===== config.mk =====
export PLATFORM = sky130hd
export DESIGN_NAME = bbsf_core
export DESIGN_NICKNAME = d
export VERILOG_FILES = /design/src/rtl/bbsf_pkg.sv /design/src/rtl/bbsf_core.sv
export SDC_FILE = /design/constraint.sdc
export NUM_CORES = 1
export LEC_CHECK = 0
export BUFFER_PORTS_ARGS = -buffer_cell sky130_fd_sc_hd__buf_2
export CAP_MARGIN = 20
export CORE_MARGIN = 3
export CORE_UTILIZATION = 60
export CTS_BUF_LIST = sky130_fd_sc_hd__clkbuf_4 sky130_fd_sc_hd__clkbuf_8 sky130_fd_sc_hd__clkbuf_16
export DETAILED_ROUTE_END_ITERATION = 8
export GPL_ROUTABILITY_DRIVEN = 0
export GPL_TIMING_DRIVEN = 0
export PLACE_DENSITY = 0.82
export SYNTH_ARGS = -nofsm -noshare
export SYNTH_HDL_FRONTEND = slang
export SYNTH_SLANG_ARGS = --single-unit

===== constraint.sdc =====
create_clock -name core_clk -period 11.5 [get_ports core_clk]
set_clock_uncertainty 0.05 [all_clocks]
set_input_delay 2.3 -clock core_clk [delete_from_list [all_inputs] [get_ports core_clk]]
set_output_delay 2.3 -clock core_clk [all_outputs]
set_load 0.1 [all_outputs]

===== src/rtl/bbsf_pkg.sv =====
// Package of constants and types for the buck-boost setpoint and fault logic
package bbsf_pkg;
    // Setpoint mapping in millivolts
    localparam int unsigned BB_BASE_MV      = 9600;
    localparam int unsigned BB_STEP_MV      = 50;
    localparam int unsigned BO_BASE_MV      = 1000;
    localparam int unsigned BO_STEP_MV      = 25;
    localparam int unsigned CODE_W          = 7;
    localparam int unsigned MV_W            = 14;
    localparam logic [6:0]  CODE_RESET      = 7'h30;
    // Peak current limits in milliamps
    localparam logic [11:0] PEAK_CURRENT_LIMIT_SELECT_MA_00      = 12'h4B0;
    localparam logic [11:0] PEAK_CURRENT_LIMIT_SELECT_MA_01      = 12'h6A4;
    localparam logic [11:0] PEAK_CURRENT_LIMIT_SELECT_MA_10      = 12'h834;
    localparam logic [11:0] PEAK_CURRENT_LIMIT_SELECT_MA_11      = 12'h9C4;
    localparam logic [1:0]  PEAK_CURRENT_LIMIT_SELECT_RESET      = 2'h3;
    localparam int unsigned CURR_W          = 12;
    // Warning 80 percent, short 125 percent, as ratios
    localparam int unsigned WARN_NUM        = 4;
    localparam int unsigned WARN_DEN        = 5;
    localparam int unsigned SHORT_NUM       = 5;
    localparam int unsigned SHORT_DEN       = 4;
    // Consecutive switching cycles
    localparam logic [4:0]  CONSEC_CYCLES   = 5'h10;
    // Timing
    localparam int unsigned CLK_PERIOD_NS   = 10;
    localparam int unsigned RETRY_MS        = 14;
    localparam int unsigned RESTART_MS      = 100;
    localparam int unsigned RETRY_CYCLES    = RETRY_MS * 1000000 / CLK_PERIOD_NS;
    localparam int unsigned RESTART_CYCLES  = RESTART_MS * 1000000 / CLK_PERIOD_NS;
    localparam int unsigned TIMER_W         = 24;
    // Fault states
    typedef enum logic [1:0] {ST_RUN, ST_RETRY, ST_GLOBAL} bbsf_state_type;
endpackage


===== src/rtl/bbsf_core.sv =====
// Setpoint decode, current fault supervision and power-good latch of the buck-boost
`timescale 1ns/1ps
module bbsf_core #(
    parameter int unsigned RETRY_COUNT   = bbsf_pkg::RETRY_CYCLES,
    parameter int unsigned RESTART_COUNT = bbsf_pkg::RESTART_CYCLES
) (
    // Clock and reset
    input  wire logic                           core_clk,
    input  wire logic                           rst_n,
    // Factory configuration
    input  wire logic                           factoryBuckOnly,
    // Register access
    input  wire logic                           codeWrite,
    input  wire logic [bbsf_pkg::CODE_W-1:0]    codeWriteData,
    input  wire logic                           limitWrite,
    input  wire logic [1:0]                     limitWriteData,
    input  wire logic                           maskWrite,
    input  wire logic [3:0]                     maskWriteData,
    input  wire logic                           powerGoodRead,
    input  wire logic                           warningRead,
    input  wire logic                           regulatorOn,
    // Analog sense
    input  wire logic                           cycleStart,
    input  wire logic [bbsf_pkg::CURR_W-1:0]    peakCurrent,
    input  wire logic                           outputBelowThreshold,
    input  wire logic                           gpioRoutePowerGood,
    // Outputs
    output logic [bbsf_pkg::CODE_W-1:0]         output_voltage_code,
    output logic [1:0]                          peak_current_limit_select,
    output logic [bbsf_pkg::MV_W-1:0]           targetMillivolts,
    output logic [bbsf_pkg::CURR_W-1:0]         programmed_current_threshold,
    output logic                                switchOff,
    output logic                                supplyEnable,
    output logic                                global_fault_state,
    output logic                                current_warning_flag,
    output logic                                currentFaultFlag,
    output logic                                shortFlag,
    output logic                                output_power_good,
    output logic                                gpioOut,
    output logic                                interrupt_request_n,
    output logic [3:0]                          maskState
);
    import bbsf_pkg::*;

    function automatic logic [CURR_W-1:0] limitMa(input logic [1:0] sel);
        case (sel)
            2'h0:    limitMa = PEAK_CURRENT_LIMIT_SELECT_MA_00;
            2'h1:    limitMa = PEAK_CURRENT_LIMIT_SELECT_MA_01;
            2'h2:    limitMa = PEAK_CURRENT_LIMIT_SELECT_MA_10;
            default: limitMa = PEAK_CURRENT_LIMIT_SELECT_MA_11;
        endcase
    endfunction

    logic                current_warning_irq_mask;
    logic                current_fault_irq_mask;
    logic                shutIrqMask;
    logic                power_good_fault_unmask;
    logic [4:0]          warnCount;
    logic [4:0]          limitCount;
    logic [TIMER_W-1:0]  timer;
    logic                powerGoodIrq;
    bbsf_state_type      state;
    logic [CURR_W+2:0]   peakScaled;
    logic                atWarn;
    logic                atLimit;
    logic                atShort;
    logic [MV_W-1:0]     next_target;

    assign {power_good_fault_unmask, shutIrqMask, current_fault_irq_mask, current_warning_irq_mask} = maskState;

    // Threshold compares; warning and short in scaled current, limit unscaled
    always_comb
    begin
        peakScaled = {3'h0, peakCurrent};
        atWarn  = (peakScaled * (CURR_W+3)'(WARN_DEN)) >=
                  ({3'h0, programmed_current_threshold} * (CURR_W+3)'(WARN_NUM));
        atLimit = peakCurrent >= programmed_current_threshold;
        atShort = (peakScaled * (CURR_W+3)'(SHORT_DEN)) >=
                  ({3'h0, programmed_current_threshold} * (CURR_W+3)'(SHORT_NUM));
        if (factoryBuckOnly)
            next_target = MV_W'(BO_BASE_MV) + MV_W'(output_voltage_code) * MV_W'(BO_STEP_MV);
        else
            next_target = MV_W'(BB_BASE_MV) + MV_W'(output_voltage_code) * MV_W'(BB_STEP_MV);
    end

    // Static registers; code only changes by write
    always_ff @(posedge core_clk)
    begin
        if (!rst_n)
        begin
            output_voltage_code       <= CODE_RESET;
            peak_current_limit_select <= PEAK_CURRENT_LIMIT_SELECT_RESET;
            maskState                 <= 4'h0;
        end
        else
        begin
            if (codeWrite)
                output_voltage_code <= codeWriteData;
            if (limitWrite)
                peak_current_limit_select <= limitWriteData;
            if (maskWrite)
                maskState <= maskWriteData;
        end
    end

    // Decoded targets
    always_ff @(posedge core_clk)
    begin
        if (!rst_n)
        begin
            targetMillivolts             <= '0;
            programmed_current_threshold <= PEAK_CURRENT_LIMIT_SELECT_MA_11;
        end
        else
        begin
            targetMillivolts             <= next_target;
            programmed_current_threshold <= limitMa(peak_current_limit_select);
        end
    end

    // Cycle-by-cycle limit
    always_ff @(posedge core_clk)
    begin
        if (!rst_n)
            switchOff <= 1'b0;
        else if (cycleStart)
            switchOff <= 1'b0;
        else if (atLimit)
            switchOff <= 1'b1;
    end

    // Consecutive cycle counters
    always_ff @(posedge core_clk)
    begin
        if (!rst_n)
        begin
            warnCount  <= 5'h0;
            limitCount <= 5'h0;
        end
        else if (cycleStart)
        begin
            warnCount  <= atWarn ? ((warnCount == CONSEC_CYCLES) ? warnCount : warnCount + 5'h1) : 5'h0;
            limitCount <= atLimit ? ((limitCount == CONSEC_CYCLES) ? limitCount : limitCount + 5'h1) : 5'h0;
        end
    end

    // Sticky warning and fault flags, set wins over read clear
    always_ff @(posedge core_clk)
    begin
        if (!rst_n)
        begin
            current_warning_flag <= 1'b0;
            currentFaultFlag     <= 1'b0;
        end
        else
        begin
            if (warnCount == CONSEC_CYCLES && !current_warning_irq_mask)
                current_warning_flag <= 1'b1;
            else if (warningRead)
                current_warning_flag <= 1'b0;
            if (limitCount == CONSEC_CYCLES && !current_fault_irq_mask)
                currentFaultFlag <= 1'b1;
            else if (warningRead)
                currentFaultFlag <= 1'b0;
        end
    end

    // Short circuit, retry and global restart sequencing
    always_ff @(posedge core_clk)
    begin
        if (!rst_n)
        begin
            state              <= ST_RUN;
            timer              <= '0;
            supplyEnable       <= 1'b1;
            global_fault_state <= 1'b0;
            shortFlag          <= 1'b0;
        end
        else
        begin
            case (state)
                ST_RUN:
                begin
                    if (atShort && supplyEnable)
                    begin
                        supplyEnable <= 1'b0;
                        timer        <= '0;
                        shortFlag    <= !shutIrqMask;
                        global_fault_state <= !shutIrqMask;
                        state        <= shutIrqMask ? ST_RETRY : ST_GLOBAL;
                    end
                    else if (warningRead)
                        shortFlag <= 1'b0;
                end
                ST_RETRY:
                begin
                    timer <= timer + 1'b1;
                    if (timer == TIMER_W'(RETRY_COUNT - 1))
                    begin
                        supplyEnable <= 1'b1;
                        state        <= ST_RUN;
                    end
                end
                ST_GLOBAL:
                begin
                    timer <= timer + 1'b1;
                    if (timer == TIMER_W'(RESTART_COUNT - 1))
                    begin
                        supplyEnable       <= 1'b1;
                        global_fault_state <= 1'b0;
                        state              <= ST_RUN;
                    end
                end
                default:
                    state <= ST_RUN;
            endcase
        end
    end

    // Power-good latch and its interrupt
    always_ff @(posedge core_clk)
    begin
        if (!rst_n)
        begin
            output_power_good <= 1'b1;
            powerGoodIrq      <= 1'b0;
            gpioOut           <= 1'b0;
        end
        else
        begin
            if (outputBelowThreshold)
                output_power_good <= 1'b0;
            else if (powerGoodRead)
                output_power_good <= 1'b1;
            if (!regulatorOn)
                powerGoodIrq <= 1'b0;
            else if (outputBelowThreshold && power_good_fault_unmask)
                powerGoodIrq <= 1'b1;
            else if (powerGoodRead && !outputBelowThreshold)
                powerGoodIrq <= 1'b0;
            gpioOut <= gpioRoutePowerGood & output_power_good;
        end
    end

    // Interrupt line
    always_ff @(posedge core_clk)
    begin
        if (!rst_n)
            interrupt_request_n <= 1'b1;
        else
            interrupt_request_n <= !(current_warning_flag | currentFaultFlag | shortFlag | powerGoodIrq);
    end
endmodule


==> flow_summary_export.csv, run 1 <==
group,metric,value,unit
status,outcome,"finished, final reports clean",
placement,dp_hpwl,12300,µm
worst_setup_path,cp-start-kind,"input pin",
clock_network,cts_tree,"built",
worst_setup_path,critPathKind,"in2reg",
detailed_routing,avgRoutedWirePerCell,16.2,µm
power_and_ir_drop,leakage,0.00335,µW
min_path,hp-class,"reg2reg",
worst_setup_path,worst_path_max_delay_cell,"a211oi_1",
worst_setup_path,reg2reg_depth,15,
clock_network,cts_buffers,9,
timing,rsz0062_at_grt,"no",
clock_network,postCtsResizedCells,0,
global_routing,grt_max_degree,16,
synth,synth_area,0.00645,mm²
worst_setup_path,critPathBufInv,3,
floorplanning,core_area,0.0104,mm²
min_path,min_from,"powerGoodIrq",
global_routing,antenna_found_initial,0,
min_path,whs_endpoint,"interrupt_request_n",
global_routing,globalRouteTotalUtil,26.8,%
worst_setup_path,cp.arrival,5.78,ns
power_and_ir_drop,powerDensity,148,mW/mm²
timing,hold_ws,0.399,ns
worst_setup_path,reg2reg_from,"programmed_current_threshold[7]",
synth,synth_edf_count,0,
synth,ys_ff_latch,81,
detailed_routing,vias,5911,
cells_and_area,area_delta_synth_final,12.0,%
global_routing,grt_overflow,0,
timing,finalSetupViolCount,0,
placement,portBuffers,78,
cells_and_area,layout.nets,1003,
timing,fin_crit_sh,48.4,%
cells_and_area,drive_above_1_share,13.9,%
clock_network,clock_path_buffers,2,
global_routing,grt_pass1_vias,5579,
floorplanning,design.die.area,0.0120,mm²
floorplanning,rows,37,
floorplanning,io-pin-count,85,
worst_setup_path,worst-r2r-setup-slack,7.18,ns
cells_and_area,fillers,816,
min_path,whs_path_depth,1,
timing,tns,0,ns
worst_setup_path,crit_chain,"buf_2, ha_1, ha_1, inv_1, fa_1, inv_1, a21o_1, a21oi_1, a2bb2oi_1, a211oi_1, o211ai_1, ha_1, nand3_1, o22ai_1, a2111oi_0, nand2b_1, o211a_1, nor2_1",
worst_setup_path,critPathLaunch,"peakCurrent[3]",
power_and_ir_drop,ir_drop,0.108,mV
detailed_routing,wl,15900,µm
timing,slew_headroom,42.1,%
run,cap_violations,0,
synth,synthCells,745,
clock_network,cts_setup_buffers,0,
timing,fmax,0.180,GHz
synth,synthFlopType,"dfxtp_1",
timing,worst_pin_slew,0.859,ns
global_routing,grt_pass1_wl,26000,µm
detailed_routing,drt-initial-drc-count,301,
clock_network,clock_sinks,81,
detailed_routing,vias_per_cell,6.04,
worst_setup_path,timing.rr.end,"timer[23]",
timing,slew_violations,0,
clock_network,cts_max_level,3,
timing,fin_crit,5.57,ns
timing,hold_viol,0,
detailed_routing,drtAntennaViolNets,0,
worst_setup_path,slowest_delay,0.41,ns
floorplanning,die_x,110,µm
clock_network,cts-root-buf,"clkbuf_8",
worst_setup_path,critPathRequiredTime,11.71,ns
clock_network,clk_latency,0.37,ns
worst_setup_path,crit_top_cell,"ha_1",
floorplanning,die_y,110,µm
worst_setup_path,critPathTopFamily,"compound AO/OA/AOI/OAI gates",
synth,async_flop_share,0,%
synth,ys_seq_area_share,25.1,%
worst_setup_path,cp-end-kind,"flop",
clock_network,ctsHoldBuffers,0,
worst_setup_path,cp_max_fo,5,
detailed_routing,drc,0,
synth,syn_avg_cell_area,8.66,µm²
synth,yosysWarningCount,0,
floorplanning,start_util,62.0,%
clock_network,clk_pin_slew_worst_paths,0.09,ns
synth,yosysUniqueCellTypes,74,
detailed_routing,drt_first_pass_iters,6,
==> cells by family (layout without fill, tap and decap cells) <==
| family | after synthesis | in the layout | synth area share, % |
|---|---|---|---|
| flip-flops | 81 | 81 | 25.1 |
| other | 1 | 4 | 0.0581 |
| multiplexers | 21 | 21 | 3.28 |
| AO/OA/AOI/OAI | 160 | 160 | 16.5 |
| adder cells (fa/ha/maj) | 129 | 129 | 25.8 |
| AND/OR/NAND/NOR | 230 | 230 | 18.9 |
| buffers and inverters | 87 | 182 | 5.43 |
| XOR/XNOR | 36 | 36 | 4.88 |
==> routing by layer <==
| metal | vias up | track usage (%) | routed length [µm] |
|---|---|---|---|
| met4 | 0 | 9.35 | 417 |
| met5 | - | 0 | 0 |
| met1 | 2810 | 33.8 | 6950 |
| met2 | 168 | 45.5 | 7590 |
| met3 | 32 | 5.40 | 934 |
| li1 | 2901 | - | - |
==> cell type report <==
class                           instances  area (µm²)  area share [%]
Multi-Input combinational cell        579        4490            62.1
Sequential cell                        81        1620            22.4
Timing Repair Buffer                   79         395            5.47
Inverter                               58         218            3.01
Tap cell                              136         170            2.35
Buffer                                 29         133            1.83
Clock buffer                            9         124            1.71
Clock inverter                          7        76.3            1.06
Antenna cell                            1        2.50          0.0346
==> power by group <==
group / internal (µW) / switching [µW] / leakage (µW)
clock: 102 / 114 / 0.0000962
combinational: 159 / 376 / 0.00260
sequential: 302 / 16.2 / 0.000661
total: 563 / 506 / 0.00335
==> sequential cells by signal, summed over array words and instances (netlist names), 2 cells and up <==
| name | flops |
|---|---|
| limitCount | 5 |
| maskState | 4 |
| output_voltage_code | 7 |
| peak_current_limit_select | 2 |
| programmed_current_threshold | 8 |
| state | 2 |
| targetMillivolts | 14 |
| timer | 24 |
| warnCount | 5 |
==> worst max-delay path by stage <==
stage	end	slack, ns	depth (start not counted)
detailed placement	warnCount[4]	5.59	18
global route	warnCount[2]	5.71	18
CTS	warnCount[4]	5.95	18
finish	warnCount[4]	5.93	18
global placement	warnCount[0]	5.73	18
floorplan	warnCount[0]	6.18	17
==> synthesized netlist by cell type (13+ instances only) <==
cell	number	area share, %
xor2_1	18	2.4
nor3_1	14	1.1
a21oi_1	51	4.0
ha_1	122	24
mux2i_1	20	3.1
clkbuf_1	18	1.0
xnor2_1	18	2.4
nand2_1	38	2.2
dfxtp_1	81	25
o31ai_1	19	2.2
or4_1	17	2.0
inv_1	57	3.3
nor2_1	66	3.8
nand4_1	13	1.3
o21ai_0	22	1.7
nand3_1	28	2.2
==> cells in the final DEF (no fill, tap or decap), types with 3 or more instances in the layout <==
cell type / synthesis / final
buf_2: 4 / 82
buf_4: 5 / 5
nand2b_1: 4 / 4
o211ai_1: 4 / 4
xor2_1: 18 / 18
or3_1: 4 / 4
o31ai_1: 19 / 19
nand4_1: 13 / 13
a21o_1: 9 / 9
nor3_1: 14 / 14
a21boi_0: 4 / 4
clkbuf_1: 18 / 18
or4_1: 17 / 17
nand3_1: 28 / 28
o21a_1: 4 / 4
and3_1: 9 / 9
nor2_1: 66 / 66
a31oi_1: 7 / 7
nor3b_1: 4 / 4
inv_1: 57 / 57
dfxtp_1: 81 / 81
a211oi_1: 7 / 7
nor2b_1: 6 / 6
nand4b_1: 3 / 3
fa_1: 7 / 7
clkbuf_8: 0 / 9
mux2i_1: 20 / 20
o21ai_0: 22 / 22
conb_1: 1 / 3
o21bai_1: 3 / 3
xnor2_1: 18 / 18
ha_1: 122 / 122
a21oi_1: 51 / 51
nand2_1: 38 / 38
and2_1: 5 / 5
==> worst reg2reg max path: stages, from the launching register on <==
cell and delay [ns]:
dfxtp_1 0.43, ha_1 0.28, ha_1 0.36, a21o_1 0.19
a31o_2 0.24, a21o_1 0.20, a21o_1 0.18, a21oi_1 0.17
xnor2_1 0.08, ha_1 0.31, nand3_1 0.10, nand3_1 0.11
nand3_1 0.11, o41ai_2 0.81, clkbuf_1 0.47, a21oi_1 0.08
==> stage by stage <==
stage / power [µW] / cells / util (%) / worst slack [ns] / cell area [µm²]
final: 1070 / 979 / 69.4 / 5.93 / 7230
after global routing: 1130 / 978 / 69.4 / 5.71 / 7230
after CTS: 1070 / 977 / 69.3 / 5.95 / 7220
after detailed placement: 851 / 961 / 67.4 / 5.59 / 7020
after global placement: 830 / 961 / 67.4 / 5.73 / 7020
after floorplan: 736 / 747 / - / 6.18 / 6460
Note: power is estimated with default switching activity, not from simulation.
==> run 2, diff against run 1 <==
Settings changed: ABC_AREA set to 1, CORE_UTILIZATION 60 to 54, PLACE_DENSITY 0.82 to 0.78.
Clock period 11.5 ns to 4.9 ns, I/O delays scaled along.
==> run 2 against run 1 <==
  * Final cell count up 25%
  * Utilization is 5.7 points lower
  * Wire length decreased by 2.8%
  * Setup slack worse by 5.1 ns
  * Global-route usage decreased by 4.2 points
  * Hold slack worse by 0.024 ns
  * First-iteration DRC count shrank 22%
  * Synthesized cell count rose by 28%
  * Area after synthesis up 6.3%
  * Sequential share of layout area decreased by 1.6 points
  * Largest power group unchanged
==> flow_summary_export.csv, run 2 <==
group,metric,value,unit
worst_setup_path,cp-end-kind,"flop",
detailed_routing,drt_first_pass_iters,7,
clock_network,clk_pin_slew_worst_paths,0.06,ns
timing,fin_crit_sh,83.5,%
clock_network,clock_path_buffers,2,
detailed_routing,vias_per_cell,5.19,
cells_and_area,registers.top_by_ff_count,"timer",
synth,ys_seq_area_share,23.6,%
global_routing,grt_pass1_wl,27100,µm
detailed_routing,avgRoutedWirePerCell,12.6,µm
worst_setup_path,cp-start-kind,"input pin",
cells_and_area,layout.nets,1216,
synth,yosysUniqueCellTypes,42,
floorplanning,io-pin-count,85,
synth,ys_ff_latch,81,
worst_setup_path,cp_max_fo,5,
cells_and_area,layout_commonest_cell,"nand2_1",
synth,synth.top_cells.by_count,"193 x nand2_1, 122 x ha_1, 111 x inv_1",
global_routing,grt_pass1_vias,5943,
synth,yosysMostFrequentCell,"nand2_1",
cells_and_area,largestRegisters,"timer: 24 flops, targetMillivolts: 14 flops, programmed_current_threshold: 8 flops",
timing,rsz0062_at_grt,"no",
clock_network,cts_setup_buffers,0,
cells_and_area,final_cell_area,0.00778,mm²
detailed_routing,wl,15400,µm
power_and_ir_drop,ir_drop,0.356,mV
timing,tns,0,ns
synth,yosysWarningCount,0,
floorplanning,die_x,119,µm
min_path,min_from,"peak_current_limit_select[1]",
cells_and_area,final_cell_mix,"193 x nand2_1, 122 x ha_1, 111 x inv_1",
cells_and_area,n_antenna_cell,0,
timing,hold_viol,0,
cells_and_area,largest_reg_flops,24,
placement,dp.cells,1207,
detailed_routing,dr_wl_met3,961,µm
synth,synthCells,956,
synth,synth_area_leaders,"dfxtp_1 24%, ha_1 22%, nand2_1 11%",
synth,synth_area,0.00686,mm²
timing,slew_violations,0,
cells_and_area,area_delta_synth_final,13.4,%
worst_setup_path,critPathLaunch,"peakCurrent[3]",
power_and_ir_drop,powerDensity,364,mW/mm²
clock_network,ctsHoldBuffers,0,
worst_setup_path,critPathKind,"in2reg",
cells_and_area,fin_cells,1223,
clock_network,clock_sinks,81,
detailed_routing,drt-initial-drc-count,235,
global_routing,globalRouteTotalUtil,22.6,%
timing,worst_pin_slew,0.704,ns
floorplanning,start_util,56.2,%
synth,synth_top_area_share,23.6,%
detailed_routing,met2_length,6910,µm
detailed_routing,vias,6353,
timing,worst_slack,0.807,ns
global_routing,grt_max_degree,17,
clock_network,cts_buffers,9,
floorplanning,design.die.area,0.0141,mm²
synth,synth_top_area_cell,"dfxtp_1",
synth,synthFlopType,"dfxtp_1",
worst_setup_path,reg2reg_from,"output_voltage_code[3]",
detailed_routing,highest_layer,"met4",
clock_network,clk_latency,0.35,ns
power_and_ir_drop,power.total,2830,µW
timing,finalSetupViolCount,0,
timing,fmax,0.244,GHz
worst_setup_path,cp.arrival,4.29,ns
cells_and_area,drive_above_1_share,12.9,%
floorplanning,die_y,119,µm
timing,slew_headroom,53.0,%
detailed_routing,m1WireLength,7380,µm
timing,fin_crit,4.09,ns
run,cap_violations,0,
detailed_routing,drc,0,
clock_network,cts_max_level,3,
placement,place_ws,0.486,ns
floorplanning,rows,40,
synth,synth_edf_count,0,
global_routing,antenna_found_initial,0,
detailed_routing,drtAntennaViolNets,0,
power_and_ir_drop,leakage,0.00383,µW
clock_network,cts_tree,"built",
clock_network,cts-root-buf,"clkbuf_16",
floorplanning,core_area,0.0122,mm²
status,outcome,"finished, final reports clean",
synth,async_flop_share,0,%
min_path,hp-class,"reg2reg",
placement,portBuffers,81,
placement,dp_hpwl,12600,µm
placement,detailed_place.area,0.00748,mm²
synth,syn_avg_cell_area,7.18,µm²
clock_network,postCtsResizedCells,0,
worst_setup_path,critPathRequiredTime,5.09,ns
global_routing,grt_overflow,0,
run 2: changes by cell type after synthesis, sizes merged, moves of 17 or more:
| cell | delta |
|---|---|
| mux2i | -20 |
| a21oi | +31 |
| nor2 | +31 |
| o31ai | -19 |
| inv | +68 |
| nand3 | +51 |
| nand2 | +159 |
| or4 | -17 |
run 2: routing by layer:
layer	GRT usage, %	vias up
met5	0	-
met4	5.00	0
li1	-	3330
met2	36.4	149
met3	5.36	12
met1	30.9	2862
run 2: worst paths after layout:
kind / endpoint / slack (ns) / depth (start not counted)
max: warnCount[3] / 0.81 / 24
min reg2reg: programmed_current_threshold[7] / 0.37 / 1
max reg2reg: targetMillivolts[11] / 1.46 / 13
min: programmed_current_threshold[7] / 0.37 / 1
run 2: layout make-up:
| class | instances | area [µm²] |
|---|---|---|
| multi-input cells | 729 | 4660 |
| fillers | 1151 | 4430 |
| flip-flops and latches | 81 | 1620 |
| inverters | 128 | 480 |
| repair buffers | 81 | 405 |
| clock buffers | 10 | 239 |
| well taps | 168 | 210 |
| plain buffers | 20 | 109 |
| clock inverters | 6 | 57.6 |
run 2: cells by family (layout without fill, tap and decap cells):
kind of cell / count (synthesis) / in the layout / share of synthesized area, %
buffers and inverters: 148 / 245 / 8.59
AOI/OAI and AO/OA: 131 / 131 / 10.4
xor gates and xnor gates: 48 / 48 / 6.13
other: 1 / 3 / 0.0547
adders and majority gates: 129 / 129 / 24.3
DFF: 81 / 81 / 23.6
and+or+nand+nor: 418 / 418 / 26.9
run 2: critical path, cell delays in order:
cell and delay, ns:
buf_2 0.15, ha_1 0.29, ha_1 0.23, inv_1 0.07
fa_1 0.38, inv_1 0.09, nand3_1 0.07, nand2_1 0.14
a21oi_1 0.08, o21ai_0 0.20, xnor2_1 0.15, inv_1 0.06
ha_1 0.26, nand2_1 0.07, nor2_1 0.16, nand2_1 0.07
nor2_1 0.10, nor2_1 0.04, nand2_1 0.09, nand2_1 0.07
nand3_1 0.16, nand2_1 0.16, a21oi_1 0.16, nor2_1 0.05
run 2: through the flow:
| step | util, % | hold slack, ns |
|---|---|---|
| floorplan | - | 0.401 |
| global placement | 61.3 | 0.356 |
| detailed placement | 61.3 | 0.362 |
| CTS | 63.7 | 0.377 |
| global route | 63.7 | 0.401 |
| finish | 63.7 | 0.374 |
run 2: where the power goes:
group	internal, µW	switching [µW]	total (µW)	leakage (µW)
clock	366	290	657	0.000139
sequential	720	46.1	766	0.000663
combinational	409	998	1410	0.00303
total	1490	1330	2830	0.00383
